**src/inc/mrp_pkg.sv**
```systemverilog
// Constants for the register-to-point mapper
package mrp_pkg;
   // ==========================================
   // Function codes
   localparam logic [7:0] FC_RD_COILS = 8'h01;
   localparam logic [7:0] FC_RD_DISC = 8'h02;
   localparam logic [7:0] FC_RD_HOLD = 8'h03;
   localparam logic [7:0] FC_RD_INPUT = 8'h04;
   localparam logic [7:0] FC_WR_ONE = 8'h06;
   localparam logic [7:0] FC_WR_MULTI = 8'h10;
   // ==========================================
   // Exception codes
   localparam logic [7:0] EXC_NONE = 8'h00;
   localparam logic [7:0] EXC_ILL_FUNC = 8'h01;
   localparam logic [7:0] EXC_ILL_ADDR = 8'h02;
   localparam logic [7:0] EXC_ILL_VALUE = 8'h03;
   localparam logic [7:0] EXC_RSP_LEN = 8'h04;
   localparam logic [7:0] EXC_GW_NO_RSP = 8'h0a;
   // ==========================================
   // Response sizing
   localparam logic [17:0] MAX_RSP_BYTES = 18'h00100;
   localparam logic [17:0] RSP_HDR_BYTES = 18'h00002;
   localparam logic [16:0] POINT_LIMIT = 17'h10000;
   localparam logic [15:0] ONE_REG = 16'h0001;
   localparam logic [15:0] TWO_REG = 16'h0002;
   localparam logic [2:0] BIT_LAST = 3'h7;
   // ==========================================
   // Configured point object types
   typedef enum logic [2:0] {
      PT_BINARY = 3'h0,
      PT_AI16 = 3'h1,
      PT_CTR16 = 3'h2,
      PT_AI32 = 3'h3,
      PT_CTR32 = 3'h4,
      PT_FLOAT = 3'h5
   } mrp_ptype_t;
endpackage

```
**src/rtl/mrp_point_mapper.sv**
```systemverilog
// Register request walker mapping register addresses onto database points
`timescale 1ns/1ps
// Functional notes
// - Multi-write starts at the point of the start address; count and widths decide reach.
// - Unmapped reference number r addresses point r plus one.
// - 16-bit point takes one register, 32-bit takes two; overrunning point is skipped.
// - 16-bit point write takes the single register value.
// - A table of entries gives start point and count of 32-bit pair points.
// - Mapped points use fixed pair assignment regardless of request start or count.
// - Entry at 1001: pair at 41005 resolves to point 1003.
// - Single write to the high word of a mapped pair gets an exception.
// - Multi-register request starting on a mapped high word gets an exception.
// - Returned data type follows each point's configured object type.
// - 32-bit signed: low bits in first register, high bits in second.
// - Float: low half first register, high half with exponent second.
// - 32-bit counter: unsigned, low word first, high word second.
// - 16-bit analog is signed, 16-bit counter unsigned, one register each.
// - Binary values packed into bytes, lowest discrete in least significant bit.
// - Codes 0x01 bad function, 0x02 bad register, 0x03 bad value.
// - Code 0x04 when the response would exceed 256 bytes.
// - Gateway mode returns 0x0a when the remote target does not answer.
// - Multi-write stops at first invalid point or failed control, code 01.
// - Multi-read succeeds with zeros if any point valid, else code 01.
module mrp_point_mapper #(
   parameter int NMAP = 4,
   parameter int AW = 8
) (
   input wire logic clk_sys_i,
   input wire logic rst_n_i,
   input wire logic [NMAP*16-1:0] map_start_i,
   input wire logic [NMAP*16-1:0] map_qty_i,
   input wire logic req_valid_i,
   output logic req_ready_o,
   input wire logic [7:0] req_func_i,
   input wire logic [15:0] req_start_i,
   input wire logic [15:0] req_count_i,
   input wire logic gw_mode_i,
   input wire logic gw_reply_i,
   input wire logic gw_timeout_i,
   output logic [AW-1:0] req_word_idx_o,
   input wire logic [15:0] req_word_i,
   input wire logic [15:0] req_word_next_i,
   output logic [15:0] pt_num_o,
   input wire logic pt_exists_i,
   input wire logic [2:0] pt_type_i,
   input wire logic [31:0] pt_rdata_i,
   output logic pt_wr_o,
   output logic [31:0] pt_wdata_o,
   input wire logic pt_wr_ok_i,
   output logic rsp_valid_o,
   output logic [15:0] rsp_data_o,
   output logic rsp_done_o,
   output logic [7:0] rsp_exc_o
);
   // ==========================================
   // State
   typedef enum logic [2:0] {ST_IDLE, ST_WALK, ST_HIGH, ST_GW, ST_DONE} mrp_state_t;
   mrp_state_t st;
   logic [7:0] func;
   logic [16:0] cur_ref;
   logic [15:0] remain;
   logic [AW-1:0] widx;
   logic any_ok;
   logic first;
   logic [7:0] exc;
   logic [15:0] hi_word;
   logic [7:0] bit_sh;
   logic [2:0] bit_cnt;
   logic [15:0] out_word;
   logic out_valid;

   // ==========================================
   // Request classification at acceptance
   wire accept = req_valid_i && st == ST_IDLE;
   wire in_bin = req_func_i == mrp_pkg::FC_RD_COILS || req_func_i == mrp_pkg::FC_RD_DISC;
   wire in_reg = req_func_i == mrp_pkg::FC_RD_HOLD || req_func_i == mrp_pkg::FC_RD_INPUT
      || req_func_i == mrp_pkg::FC_WR_MULTI;
   wire in_one = req_func_i == mrp_pkg::FC_WR_ONE;
   wire in_rd_reg = req_func_i == mrp_pkg::FC_RD_HOLD || req_func_i == mrp_pkg::FC_RD_INPUT;
   wire [15:0] in_count = in_one ? mrp_pkg::ONE_REG : req_count_i;
   wire [17:0] rd_bytes = in_bin ? (mrp_pkg::RSP_HDR_BYTES + {5'h00, in_count[15:3]}
      + {17'h00000, |in_count[2:0]}) : (mrp_pkg::RSP_HDR_BYTES + {1'b0, in_count, 1'b0});
   wire too_long = (in_bin || in_rd_reg) && rd_bytes > mrp_pkg::MAX_RSP_BYTES;
   wire [7:0] pre_exc = !(in_bin || in_reg || in_one) ? mrp_pkg::EXC_ILL_FUNC :
      in_count == 16'h0000 ? mrp_pkg::EXC_ILL_VALUE :
      too_long ? mrp_pkg::EXC_RSP_LEN : mrp_pkg::EXC_NONE;

   // ==========================================
   // Pair mapping table lookup
   logic [NMAP-1:0] hit;
   logic [16:0] ent_pt [NMAP];
   logic [NMAP-1:0] ent_hi;
   genvar g;
   generate
      for (g = 0; g < NMAP; g++) begin : g_map
         wire [16:0] base = {1'b0, map_start_i[g*16 +: 16]} - 17'h00001;
         wire [16:0] off = cur_ref - base;
         wire [17:0] span = {1'b0, map_qty_i[g*16 +: 16], 1'b0};
         assign hit[g] = map_start_i[g*16 +: 16] != 16'h0000 && cur_ref >= base
            && {1'b0, off} < span;
         assign ent_pt[g] = {1'b0, map_start_i[g*16 +: 16]} + {1'b0, off[16:1]};
         assign ent_hi[g] = off[0];
      end
   endgenerate

   logic map_hit;
   logic [16:0] map_pt;
   logic map_hi;
   always_comb begin
      map_hit = 1'b0;
      map_pt = 17'h00000;
      map_hi = 1'b0;
      for (int i = NMAP - 1; i >= 0; i--) begin
         if (hit[i]) begin
            map_hit = 1'b1;
            map_pt = ent_pt[i];
            map_hi = ent_hi[i];
         end
      end
   end

   // ==========================================
   // Per-step decode
   wire is_bin = func == mrp_pkg::FC_RD_COILS || func == mrp_pkg::FC_RD_DISC;
   wire is_wr = func == mrp_pkg::FC_WR_ONE || func == mrp_pkg::FC_WR_MULTI;
   wire walking = st == ST_WALK;
   wire [16:0] tgt_pt = (map_hit && !is_bin) ? map_pt : cur_ref + 17'h00001;
   wire addr_bad = tgt_pt >= mrp_pkg::POINT_LIMIT;
   wire type32 = pt_type_i == mrp_pkg::PT_AI32 || pt_type_i == mrp_pkg::PT_CTR32
      || pt_type_i == mrp_pkg::PT_FLOAT;
   wire is32 = !is_bin && (map_hit || (pt_exists_i && type32));
   wire [15:0] need = is32 ? mrp_pkg::TWO_REG : mrp_pkg::ONE_REG;
   wire short_fit = need > remain;
   wire hi_start = first && map_hit && map_hi && !is_bin;
   wire last_step = remain == need;
   wire wr_bad = !pt_exists_i || !pt_wr_ok_i;
   wire any_next = any_ok || pt_exists_i;
   wire [7:0] end_exc = (!is_wr && !any_next) ? mrp_pkg::EXC_ILL_FUNC : mrp_pkg::EXC_NONE;
   wire step_err = addr_bad || hi_start || (is_wr && !short_fit && wr_bad);
   wire [7:0] err_exc = (addr_bad || hi_start) ? mrp_pkg::EXC_ILL_ADDR : mrp_pkg::EXC_ILL_FUNC;
   wire step_end = step_err || short_fit || last_step;
   wire sign16 = pt_type_i == mrp_pkg::PT_AI16;
   wire [31:0] wdata16 = {{16{sign16 & req_word_i[15]}}, req_word_i};
   wire [7:0] bit_sh_next = bit_sh | (8'h01 << bit_cnt);
   wire bit_val = pt_exists_i && pt_rdata_i[0];
   wire [15:0] rd_low = pt_exists_i ? pt_rdata_i[15:0] : 16'h0000;

   assign req_ready_o = st == ST_IDLE;
   assign req_word_idx_o = widx;
   assign pt_num_o = tgt_pt[15:0];
   assign pt_wr_o = walking && is_wr && !addr_bad && !hi_start && !short_fit && pt_exists_i;
   assign pt_wdata_o = is32 ? {req_word_next_i, req_word_i} : wdata16;
   assign rsp_valid_o = out_valid;
   assign rsp_data_o = out_word;
   assign rsp_done_o = st == ST_DONE;
   assign rsp_exc_o = exc;

   // ==========================================
   // Sequencer, ascending one point per step
   always_ff @(posedge clk_sys_i) begin
      if (!rst_n_i) begin
         st <= ST_IDLE;
         func <= 8'h00;
         cur_ref <= 17'h00000;
         remain <= 16'h0000;
         widx <= '0;
         any_ok <= 1'b0;
         first <= 1'b0;
         exc <= mrp_pkg::EXC_NONE;
         hi_word <= 16'h0000;
         bit_sh <= 8'h00;
         bit_cnt <= 3'h0;
         out_word <= 16'h0000;
         out_valid <= 1'b0;
      end else begin
         out_valid <= 1'b0;
         case (st)
            ST_IDLE: begin
               if (accept) begin
                  func <= req_func_i;
                  cur_ref <= {1'b0, req_start_i};
                  remain <= in_count;
                  widx <= '0;
                  any_ok <= 1'b0;
                  first <= 1'b1;
                  bit_sh <= 8'h00;
                  bit_cnt <= 3'h0;
                  exc <= pre_exc;
                  if (pre_exc != mrp_pkg::EXC_NONE) begin
                     st <= ST_DONE;
                  end else if (gw_mode_i) begin
                     st <= ST_GW;
                  end else begin
                     st <= ST_WALK;
                  end
               end
            end
            ST_GW: begin
               if (gw_timeout_i) begin
                  exc <= mrp_pkg::EXC_GW_NO_RSP;
                  st <= ST_DONE;
               end else if (gw_reply_i) begin
                  st <= ST_DONE;
               end
            end
            ST_WALK: begin
               first <= 1'b0;
               if (!step_err && !short_fit) begin
                  any_ok <= any_next;
                  cur_ref <= cur_ref + {1'b0, need};
                  remain <= remain - need;
                  widx <= widx + need[AW-1:0];
                  if (is_bin) begin
                     bit_sh <= bit_val ? bit_sh_next : bit_sh;
                     bit_cnt <= bit_cnt + 3'h1;
                     if (bit_cnt == mrp_pkg::BIT_LAST || last_step) begin
                        out_valid <= 1'b1;
                        out_word <= {8'h00, bit_val ? bit_sh_next : bit_sh};
                        bit_sh <= 8'h00;
                        bit_cnt <= 3'h0;
                     end
                  end else if (!is_wr) begin
                     out_valid <= 1'b1;
                     out_word <= rd_low;
                     hi_word <= pt_exists_i ? pt_rdata_i[31:16] : 16'h0000;
                  end
               end
               if (step_err) begin
                  exc <= err_exc;
                  st <= ST_DONE;
               end else if (!short_fit && is32 && !is_wr) begin
                  st <= ST_HIGH;
               end else if (step_end) begin
                  exc <= short_fit ? ((!is_wr && !any_ok) ? mrp_pkg::EXC_ILL_FUNC
                     : mrp_pkg::EXC_NONE) : end_exc;
                  st <= ST_DONE;
               end
            end
            ST_HIGH: begin
               out_valid <= 1'b1;
               out_word <= hi_word;
               if (remain == 16'h0000) begin
                  exc <= any_ok ? mrp_pkg::EXC_NONE : mrp_pkg::EXC_ILL_FUNC;
                  st <= ST_DONE;
               end else begin
                  st <= ST_WALK;
               end
            end
            ST_DONE: begin
               st <= ST_IDLE;
            end
            default: begin
               st <= ST_IDLE;
            end
         endcase
      end
   end

   // ==========================================
   // Checks
   a_linear_map: assert property (@(posedge clk_sys_i) disable iff (!rst_n_i)
      walking && !map_hit && !is_bin |-> pt_num_o == cur_ref[15:0] + 16'h0001)
      else $error("linear point mapping wrong");
   a_pair_example: assert property (@(posedge clk_sys_i) disable iff (!rst_n_i)
      walking && !is_bin && map_start_i[15:0] == 16'h03e9 && map_qty_i[15:0] >= 16'h0004
      && cur_ref == 17'h003ec |-> pt_num_o == 16'h03eb)
      else $error("pair did not resolve to point 1003");
   a_high_reject: assert property (@(posedge clk_sys_i) disable iff (!rst_n_i)
      walking && hi_start |-> !pt_wr_o ##1 rsp_done_o && rsp_exc_o == 8'h02)
      else $error("high word start not rejected");
   a_write_fail: assert property (@(posedge clk_sys_i) disable iff (!rst_n_i)
      pt_wr_o && !pt_wr_ok_i |=> rsp_done_o && rsp_exc_o == 8'h01)
      else $error("failed control did not stop the write");
   a_write_16: assert property (@(posedge clk_sys_i) disable iff (!rst_n_i)
      pt_wr_o && !is32 |-> pt_wdata_o[15:0] == req_word_i
      && (first || widx == $past(widx) + $past(need[AW-1:0])))
      else $error("16-bit write value wrong");
   a_write_32: assert property (@(posedge clk_sys_i) disable iff (!rst_n_i)
      pt_wr_o && is32 |-> pt_wdata_o == {req_word_next_i, req_word_i})
      else $error("32-bit write word order wrong");
   a_read_32: assert property (@(posedge clk_sys_i) disable iff (!rst_n_i)
      walking && !is_wr && is32 && !short_fit && !step_err && pt_exists_i
      |=> rsp_valid_o && rsp_data_o == $past(pt_rdata_i[15:0])
      ##1 rsp_valid_o && rsp_data_o == $past(pt_rdata_i[31:16], 2))
      else $error("32-bit read word order wrong");
   a_len_limit: assert property (@(posedge clk_sys_i) disable iff (!rst_n_i)
      accept && in_rd_reg && in_count > 16'h007f |=> rsp_done_o && rsp_exc_o == 8'h04)
      else $error("long response not refused");
   a_bad_func: assert property (@(posedge clk_sys_i) disable iff (!rst_n_i)
      accept && !(in_bin || in_reg || in_one) |=> rsp_done_o && rsp_exc_o == 8'h01)
      else $error("unsupported function not refused");
   a_gw_timeout: assert property (@(posedge clk_sys_i) disable iff (!rst_n_i)
      st == ST_GW && gw_timeout_i |=> rsp_done_o && rsp_exc_o == 8'h0a)
      else $error("gateway timeout code wrong");
   a_short_stop: assert property (@(posedge clk_sys_i) disable iff (!rst_n_i)
      walking && short_fit |-> !pt_wr_o ##1 rsp_done_o)
      else $error("overrunning point was handled");
   c_write_multi: cover property (@(posedge clk_sys_i) disable iff (!rst_n_i)
      pt_wr_o && is32 ##1 pt_wr_o);
   c_read_mapped: cover property (@(posedge clk_sys_i) disable iff (!rst_n_i)
      walking && map_hit && !is_wr ##2 rsp_done_o && rsp_exc_o == 8'h00);
   c_bin_byte: cover property (@(posedge clk_sys_i) disable iff (!rst_n_i)
      walking && is_bin && bit_cnt == 3'h7);
endmodule

```
**config.mk**
```make
export PLATFORM = sky130hd
export DESIGN_NAME = mrp_point_mapper
export DESIGN_NICKNAME = d
export VERILOG_FILES = /design/src/inc/mrp_pkg.sv /design/src/rtl/mrp_point_mapper.sv
export SDC_FILE = /design/constraint.sdc
export NUM_CORES = 1
export LEC_CHECK = 0
export ABC_AREA = 1
export BUFFER_PORTS_ARGS = -buffer_cell sky130_fd_sc_hd__buf_2
export CELL_PAD_IN_SITES_DETAIL_PLACEMENT = 1
export CELL_PAD_IN_SITES_GLOBAL_PLACEMENT = 2
export CORE_MARGIN = 1
export CORE_UTILIZATION = 30
export CTS_BUF_LIST = sky130_fd_sc_hd__clkbuf_8
export CTS_CLUSTER_SIZE = 30
export DETAILED_ROUTE_END_ITERATION = 12
export PLACE_DENSITY_LB_ADDON = 0.1
export SLEW_MARGIN = 20
export SYNTH_ARGS = -nofsm -noshare
export SYNTH_HDL_FRONTEND = slang
export SYNTH_SLANG_ARGS = --single-unit
export TNS_END_PERCENT = 1
```
**constraint.sdc**
```tcl
create_clock -name clk_sys_i -period 38 [get_ports clk_sys_i]
set_clock_uncertainty 0.05 [all_clocks]
set_input_delay 11.4 -clock clk_sys_i [delete_from_list [all_inputs] [get_ports clk_sys_i]]
set_output_delay 11.4 -clock clk_sys_i [all_outputs]
set_load 0.01 [all_outputs]
```
Word level (Yosys, flattened, before mapping)
Index checks and enable logic that the tools add are counted.
{"block": "totals", "output_inout_bits": 84, "word_cells": 235, "input_bits": 243, "regBits": 106}
{"block": "op_classes", "n_reduce_logical": 77, "mux": 78, "eq_ne": 31, "n_shift": 1, "order_cmp": 11, "bitwise_logic": 4, "addsub": 20}
{"operator": "$mux 16", "count": 9}
{"operator": "$mux 17", "count": 7}
{"operator": "$mux 8", "count": 12}
{"operator": "$add 16x16->17", "count": 4}
{"operator": "$ge 17x17->1", "count": 4}
{"operator": "$lt 17x17->1", "count": 4}
{"operator": "$sub 16x1->17 const B", "count": 4}
{"operator": "$sub 17x17->17", "count": 4}
{"operator": "$pmux 16 s2", "count": 2}
{"operator": "$reduce_bool 16->1", "count": 4}
{"operator": "$mux 3", "count": 15}
{"operator": "$pmux 17 s2", "count": 1}
{"operator": "$logic_not 16->1", "count": 2}
{"operator": "$mux 32", "count": 1}
{"operator": "$pmux 8 s2", "count": 2}
{"operator": "$pmux 8 s4", "count": 1}
{"operator": "$logic_and 1x1->1", "count": 29}
{"operator": "$eq 8x2->1 const B", "count": 3}
{"operator": "$eq 8x3->1 const B", "count": 3}
{"operator": "$mux 1", "count": 19}
{"operator": "$add 2x17->18 const A", "count": 1}
{"operator": "$gt 18x9->1 const B", "count": 1}
{"operator": "$logic_or 1x1->1", "count": 18}
{"operator": "$mux 18", "count": 1}
{"operator": "other kinds (39)", "count": 71}

Depth between registers and ports, before layout
{"block": "logic_depth", "ltp_word": 22, "mapped_depth": 48, "depth_no_buf": 46}

Worst setup path after synthesis
No wires, ideal clock.
{"block": "synth_path", "kind": "in2out", "startpoint": "in map_start_i[0]", "endpoint": "out pt_wr_o", "arrival_time_ns": 17.179, "path_slack_ns": 9.371, "n_path_buf": 1, "t_required_ns": 26.550, "cell_stages": 37, "path_cell_list": "inv_1 -> ha_1 -> nand2_1 -> nor3_2 -> nand2_1 -> nor2_2 -> nand3_1 -> nor4_1 -> nand2_1 -> xor2_1 -> ha_1 -> nand2_1 -> nor2_1 -> nand2_1 -> nor2_1 -> o21ai_0 -> o2111ai_1 -> xor2_1 -> ha_1 -> nand2_1 -> nor4_1 -> a21oi_1 -> nand3_2 -> nand4_2 -> a21oi_1 -> clkinv_1 -> clkbuf_1 -> fa_1 -> nand2_1 -> nor2_1 -> inv_1 -> nor2_1 -> inv_1 -> nor2_2 -> nand3_1 -> nand2_1 -> nor4_1"}
{"block": "synth_via", "elab_chain_cells": 13, "elab_cells_between_ends": 28, "cone_classes": "add/sub: 3; order compare: 4; mux: 5; reduce/logical: 16"}
{"item": "start, declared", "line_no": "mrp_point_mapper.sv:30", "rtl": "input wire logic [NMAP*16-1:0] map_start_i,"}
{"item": "$sub 16x1->17", "line_no": "mrp_point_mapper.sv:96", "rtl": "wire [16:0] base = {1'b0, map_start_i[g*16 +: 16]} - 17'h00001;"}
{"item": "$sub 17x17->17 or $ge 17x17->1 (tied branches)", "line_no": "mrp_point_mapper.sv:97, mrp_point_mapper.sv:99"}
{"item": "$lt 17x17->1 or $logic_and 1x1->1 (tied branches)", "line_no": "mrp_point_mapper.sv:100, mrp_point_mapper.sv:99"}
{"item": "$logic_and 1x1->1", "line_no": "mrp_point_mapper.sv:100", "rtl": "&& {1'b0, off} < span;"}
{"item": "$mux 1", "line_no": "mrp_point_mapper.sv:114", "rtl": "if (hit[i]) begin"}
{"item": "$logic_and 1x1->1", "line_no": "mrp_point_mapper.sv:127", "rtl": "wire [16:0] tgt_pt = (map_hit && !is_bin) ? map_pt : cur_ref + 17'h00001;"}
{"item": "$mux 17", "line_no": "mrp_point_mapper.sv:127"}
{"item": "$ge 17x17->1", "line_no": "mrp_point_mapper.sv:128", "rtl": "wire addr_bad = tgt_pt >= mrp_pkg::POINT_LIMIT;"}
{"item": "$logic_not 1->1", "line_no": "mrp_point_mapper.sv:151", "rtl": "assign pt_wr_o = walking && is_wr && !addr_bad && !hi_start && !short_fit && pt_exists_i;"}
{"item": "$logic_and 1x1->1 (2 in a row)", "line_no": "mrp_point_mapper.sv:151"}
{"item": "$logic_and 1x1->1 * (2 in a row)", "line_no": "mrp_point_mapper.sv:151"}
{"item": "end, declared", "line_no": "mrp_point_mapper.sv:47", "rtl": "output logic pt_wr_o,"}
Mark *: on every way between the ends. The rest lies on a longest branch, timed or not.

Final worst setup path
Same ends and word-level chain as after synthesis.

==> metrics.yaml <==
relSlewSlack: 0.3075
io_pins: 327
cts_tree: "built"
grt_max_degree: 65
ys_seq_elements: 102
finalMaxSlewViolations: 0
rsz0062_at_grt: "false"
num_vias: 18720
routed_via_density: 5.053
wl_per_cell_microns: 18.38
synthArstFlopShare: 0
min_period_over_period: 0.7980
hold_slack_ns: 0.4143
wl_microns: 68090
path_clk_slew_ns: 0.09
dpl.hpwl_microns: 56770
placedCellCount: 3688
first_global_vias: 18910
yosys_most_used_dff: "dfxtp_1"
syn2layout_area_growth_pct: 13.53
combPwrFrac: 0.824
hp-class: "reg2reg"
yosysSeqAreaShare: 0.1230
grt_use_total: 0.2389
die_h_microns: 237.3
fmax_mhz: 32.98
netlist.area_leader.share: 0.1613
start_kind: "input pin"
seqPwrFrac: 0.124
postCtsResizedCells: 0
nets: 3471
endpoint_kind: "output pin"
switchingPower_mw: 0.8974
r2r_start: "cur_ref[0]"
firstDrtPassIters: 5
fin_crit_ns: 30.32
netlist-cell-type-count: 59
cts_root_buf: "clkbuf_8"
post-place-ws_ns: 7.689
tns_ns: 0
drv_cap: 0
drtIter0Drc: 950
cts_made_buffers: 9
setup_slack_ns: 7.676
pwr-share-clk: 0.052
cts_buffer_depth: 2
status: "finished, final reports clean"
grt-ovfl-total: 0
cts_hold_buf: 0
cts.sinks: 102
yosysWarningCount: 0
synth_most_common_cell: "nand2_1"
cts-htree-levels: 3
cp.required_ns: 26.55
layout-drive-gt1-share: 0.1223
setup_viol: 0
timing.final.hold_violations: 0
swShare: 0.6017
synth_edf_count: 0
syn-instance-count: 2761
start_util: 0.3061
core-area_sq_um: 54240
p_total_mw: 1.491
post-cts-setup-buffers: 0
cp.arrival_ns: 18.87
antenna_found_initial: 2
yosys-top-cells-count: "nand2_1 (638), nor2_1 (364), inv_1 (355)"
die_w_microns: 237.3
vdd_ir_drop_max_mv: 0.02306
max_stage_delay_ns: 0.69
path_class: "in2out"
place.gp.congestion: 0.8886
port_buffers: 292
drc: 0
cp-startpoint: "map_start_i[0]"
worst_path_max_delay_cell: "fa_1"
die_area_sq_um: 56290
worstMarginPinSlew_ns: 1.037
path_max_fanout: 30
clk_latency_ns: 0.42
final_cell_count_no_fill: 3704
synthesis.area_sq_um: 16600
powerDensity_nw_per_um2: 79.12
drtAntennaViolNets: 0
yosysTopAreaCell: "ha_1"
hp-start: "bit_sh[7]"
grt_pass1_wl_microns: 105900
synth_area_per_cell_sq_um: 6.014
p_leak_nw: 9.846
crit_top_cell: "nand2_1"
synth_area_leaders: "ha_1 (16%), nand2_1 (14%), dfxtp_1 (12%)"
row_count: 85
p_int_mw: 0.5941
diodes: 0
## final timing paths
| kind | endpoint | slack [ns] | cells after the start |
|---|---|---|---|
| min | bit_sh[7] | 0.41 | 2 |
| min reg2reg | bit_sh[7] | 0.41 | 2 |
| max reg2reg | req_word_idx_o[1] | 29.12 | 40 |
| max | pt_wr_o | 7.68 | 40 |
## power by group through the flow
stage / sequential [mW] / clock, mW / combinational, mW
3_3_place_gp: 0.186 / 0 / 1.20
6_report: 0.185 / 0.0774 / 1.23
2_1_floorplan: 0.166 / 0 / 0.840
5_1_grt: 0.188 / 0.0832 / 1.38
3_5_place_dp: 0.187 / 0 / 1.22
4_1_cts: 0.185 / 0.0797 / 1.23
## sequential cells by signal, summed over array words and instances (netlist names)
signal and flops:
any_ok 1, bit_cnt 3, bit_sh 8, cur_ref 17, first 1, func 8, hi_word 16, remain 16
req_word_idx_o 8, rsp_data_o 16, rsp_exc_o 4, rsp_valid_o 1, st 3
## worst max-delay path: cells and delay by family
family | cells | cell delay [ns]
and+or+nand+nor | 22 | 3.33
buffers and inverters | 8 | 1.64
adders and majority gates | 4 | 1.47
AOI/OAI and AO/OA | 4 | 0.52
xor gates and xnor gates | 2 | 0.49
## routing by layer
layer,track usage,up-vias,share of wire
met2,0.3739,323,0.43
met1,0.3484,8827,0.52
met4,0.05044,0,0.018
met3,0.02741,55,0.034
met5,0,-,0
li1,-,9512,-
## cell type report
class,count,area (sq um)
clock buffer,11,151.4
clock inverter,5,56.30
fill,7320,35390
inverter,365,1373
multi-input combinational,2218,12780
sequential,102,2042
tap,696,870.8
timing repair buffer,307,1574
## stage by stage
stage,utilization,area [sq um]
final,0.3475,18850
after global routing,0.3475,18850
after CTS,0.3475,18850
after detailed placement,0.3437,18640
after global placement,0.3437,18640
after floorplan,-,16610
## cells by family after synthesis
logic type | count (synthesis) | share of synthesized area
buf+inv | 444 | 0.1081
flops | 102 | 0.1230
simple gates | 1296 | 0.3288
fa+ha+maj | 225 | 0.1745
other cells | 1 | 0.0002259
xor+xnor | 184 | 0.09706
compound gates | 509 | 0.1683
## cells in the final DEF (no fill, tap or decap), types with 4 or more instances in the layout
| cell | count |
|---|---|
| nand3_1 | 133 |
| o22ai_1 | 15 |
| fa_1 | 11 |
| xor2_1 | 120 |
| nand2_2 | 6 |
| nand2_4 | 4 |
| buf_2 | 292 |
| nand2_1 | 638 |
| o21a_1 | 9 |
| clkbuf_8 | 11 |
| or2_0 | 5 |
| clkinv_1 | 4 |
| nor3_1 | 51 |
| or2_2 | 10 |
| o21bai_1 | 13 |
| conb_1 | 4 |
| o21ai_0 | 165 |
| inv_1 | 355 |
| nor4_1 | 11 |
| buf_4 | 15 |
| o221ai_1 | 6 |
| dfxtp_1 | 102 |
| o211ai_1 | 8 |
| inv_2 | 5 |
| a21oi_1 | 231 |
| a22oi_1 | 7 |
| ha_1 | 214 |
| nand4_1 | 40 |
| xnor2_1 | 64 |
| a31oi_1 | 30 |
| nor2_1 | 364 |
| nand3_2 | 6 |
| a21o_1 | 6 |
| nand3b_1 | 10 |
Note: power is estimated with default switching activity, not from simulation.
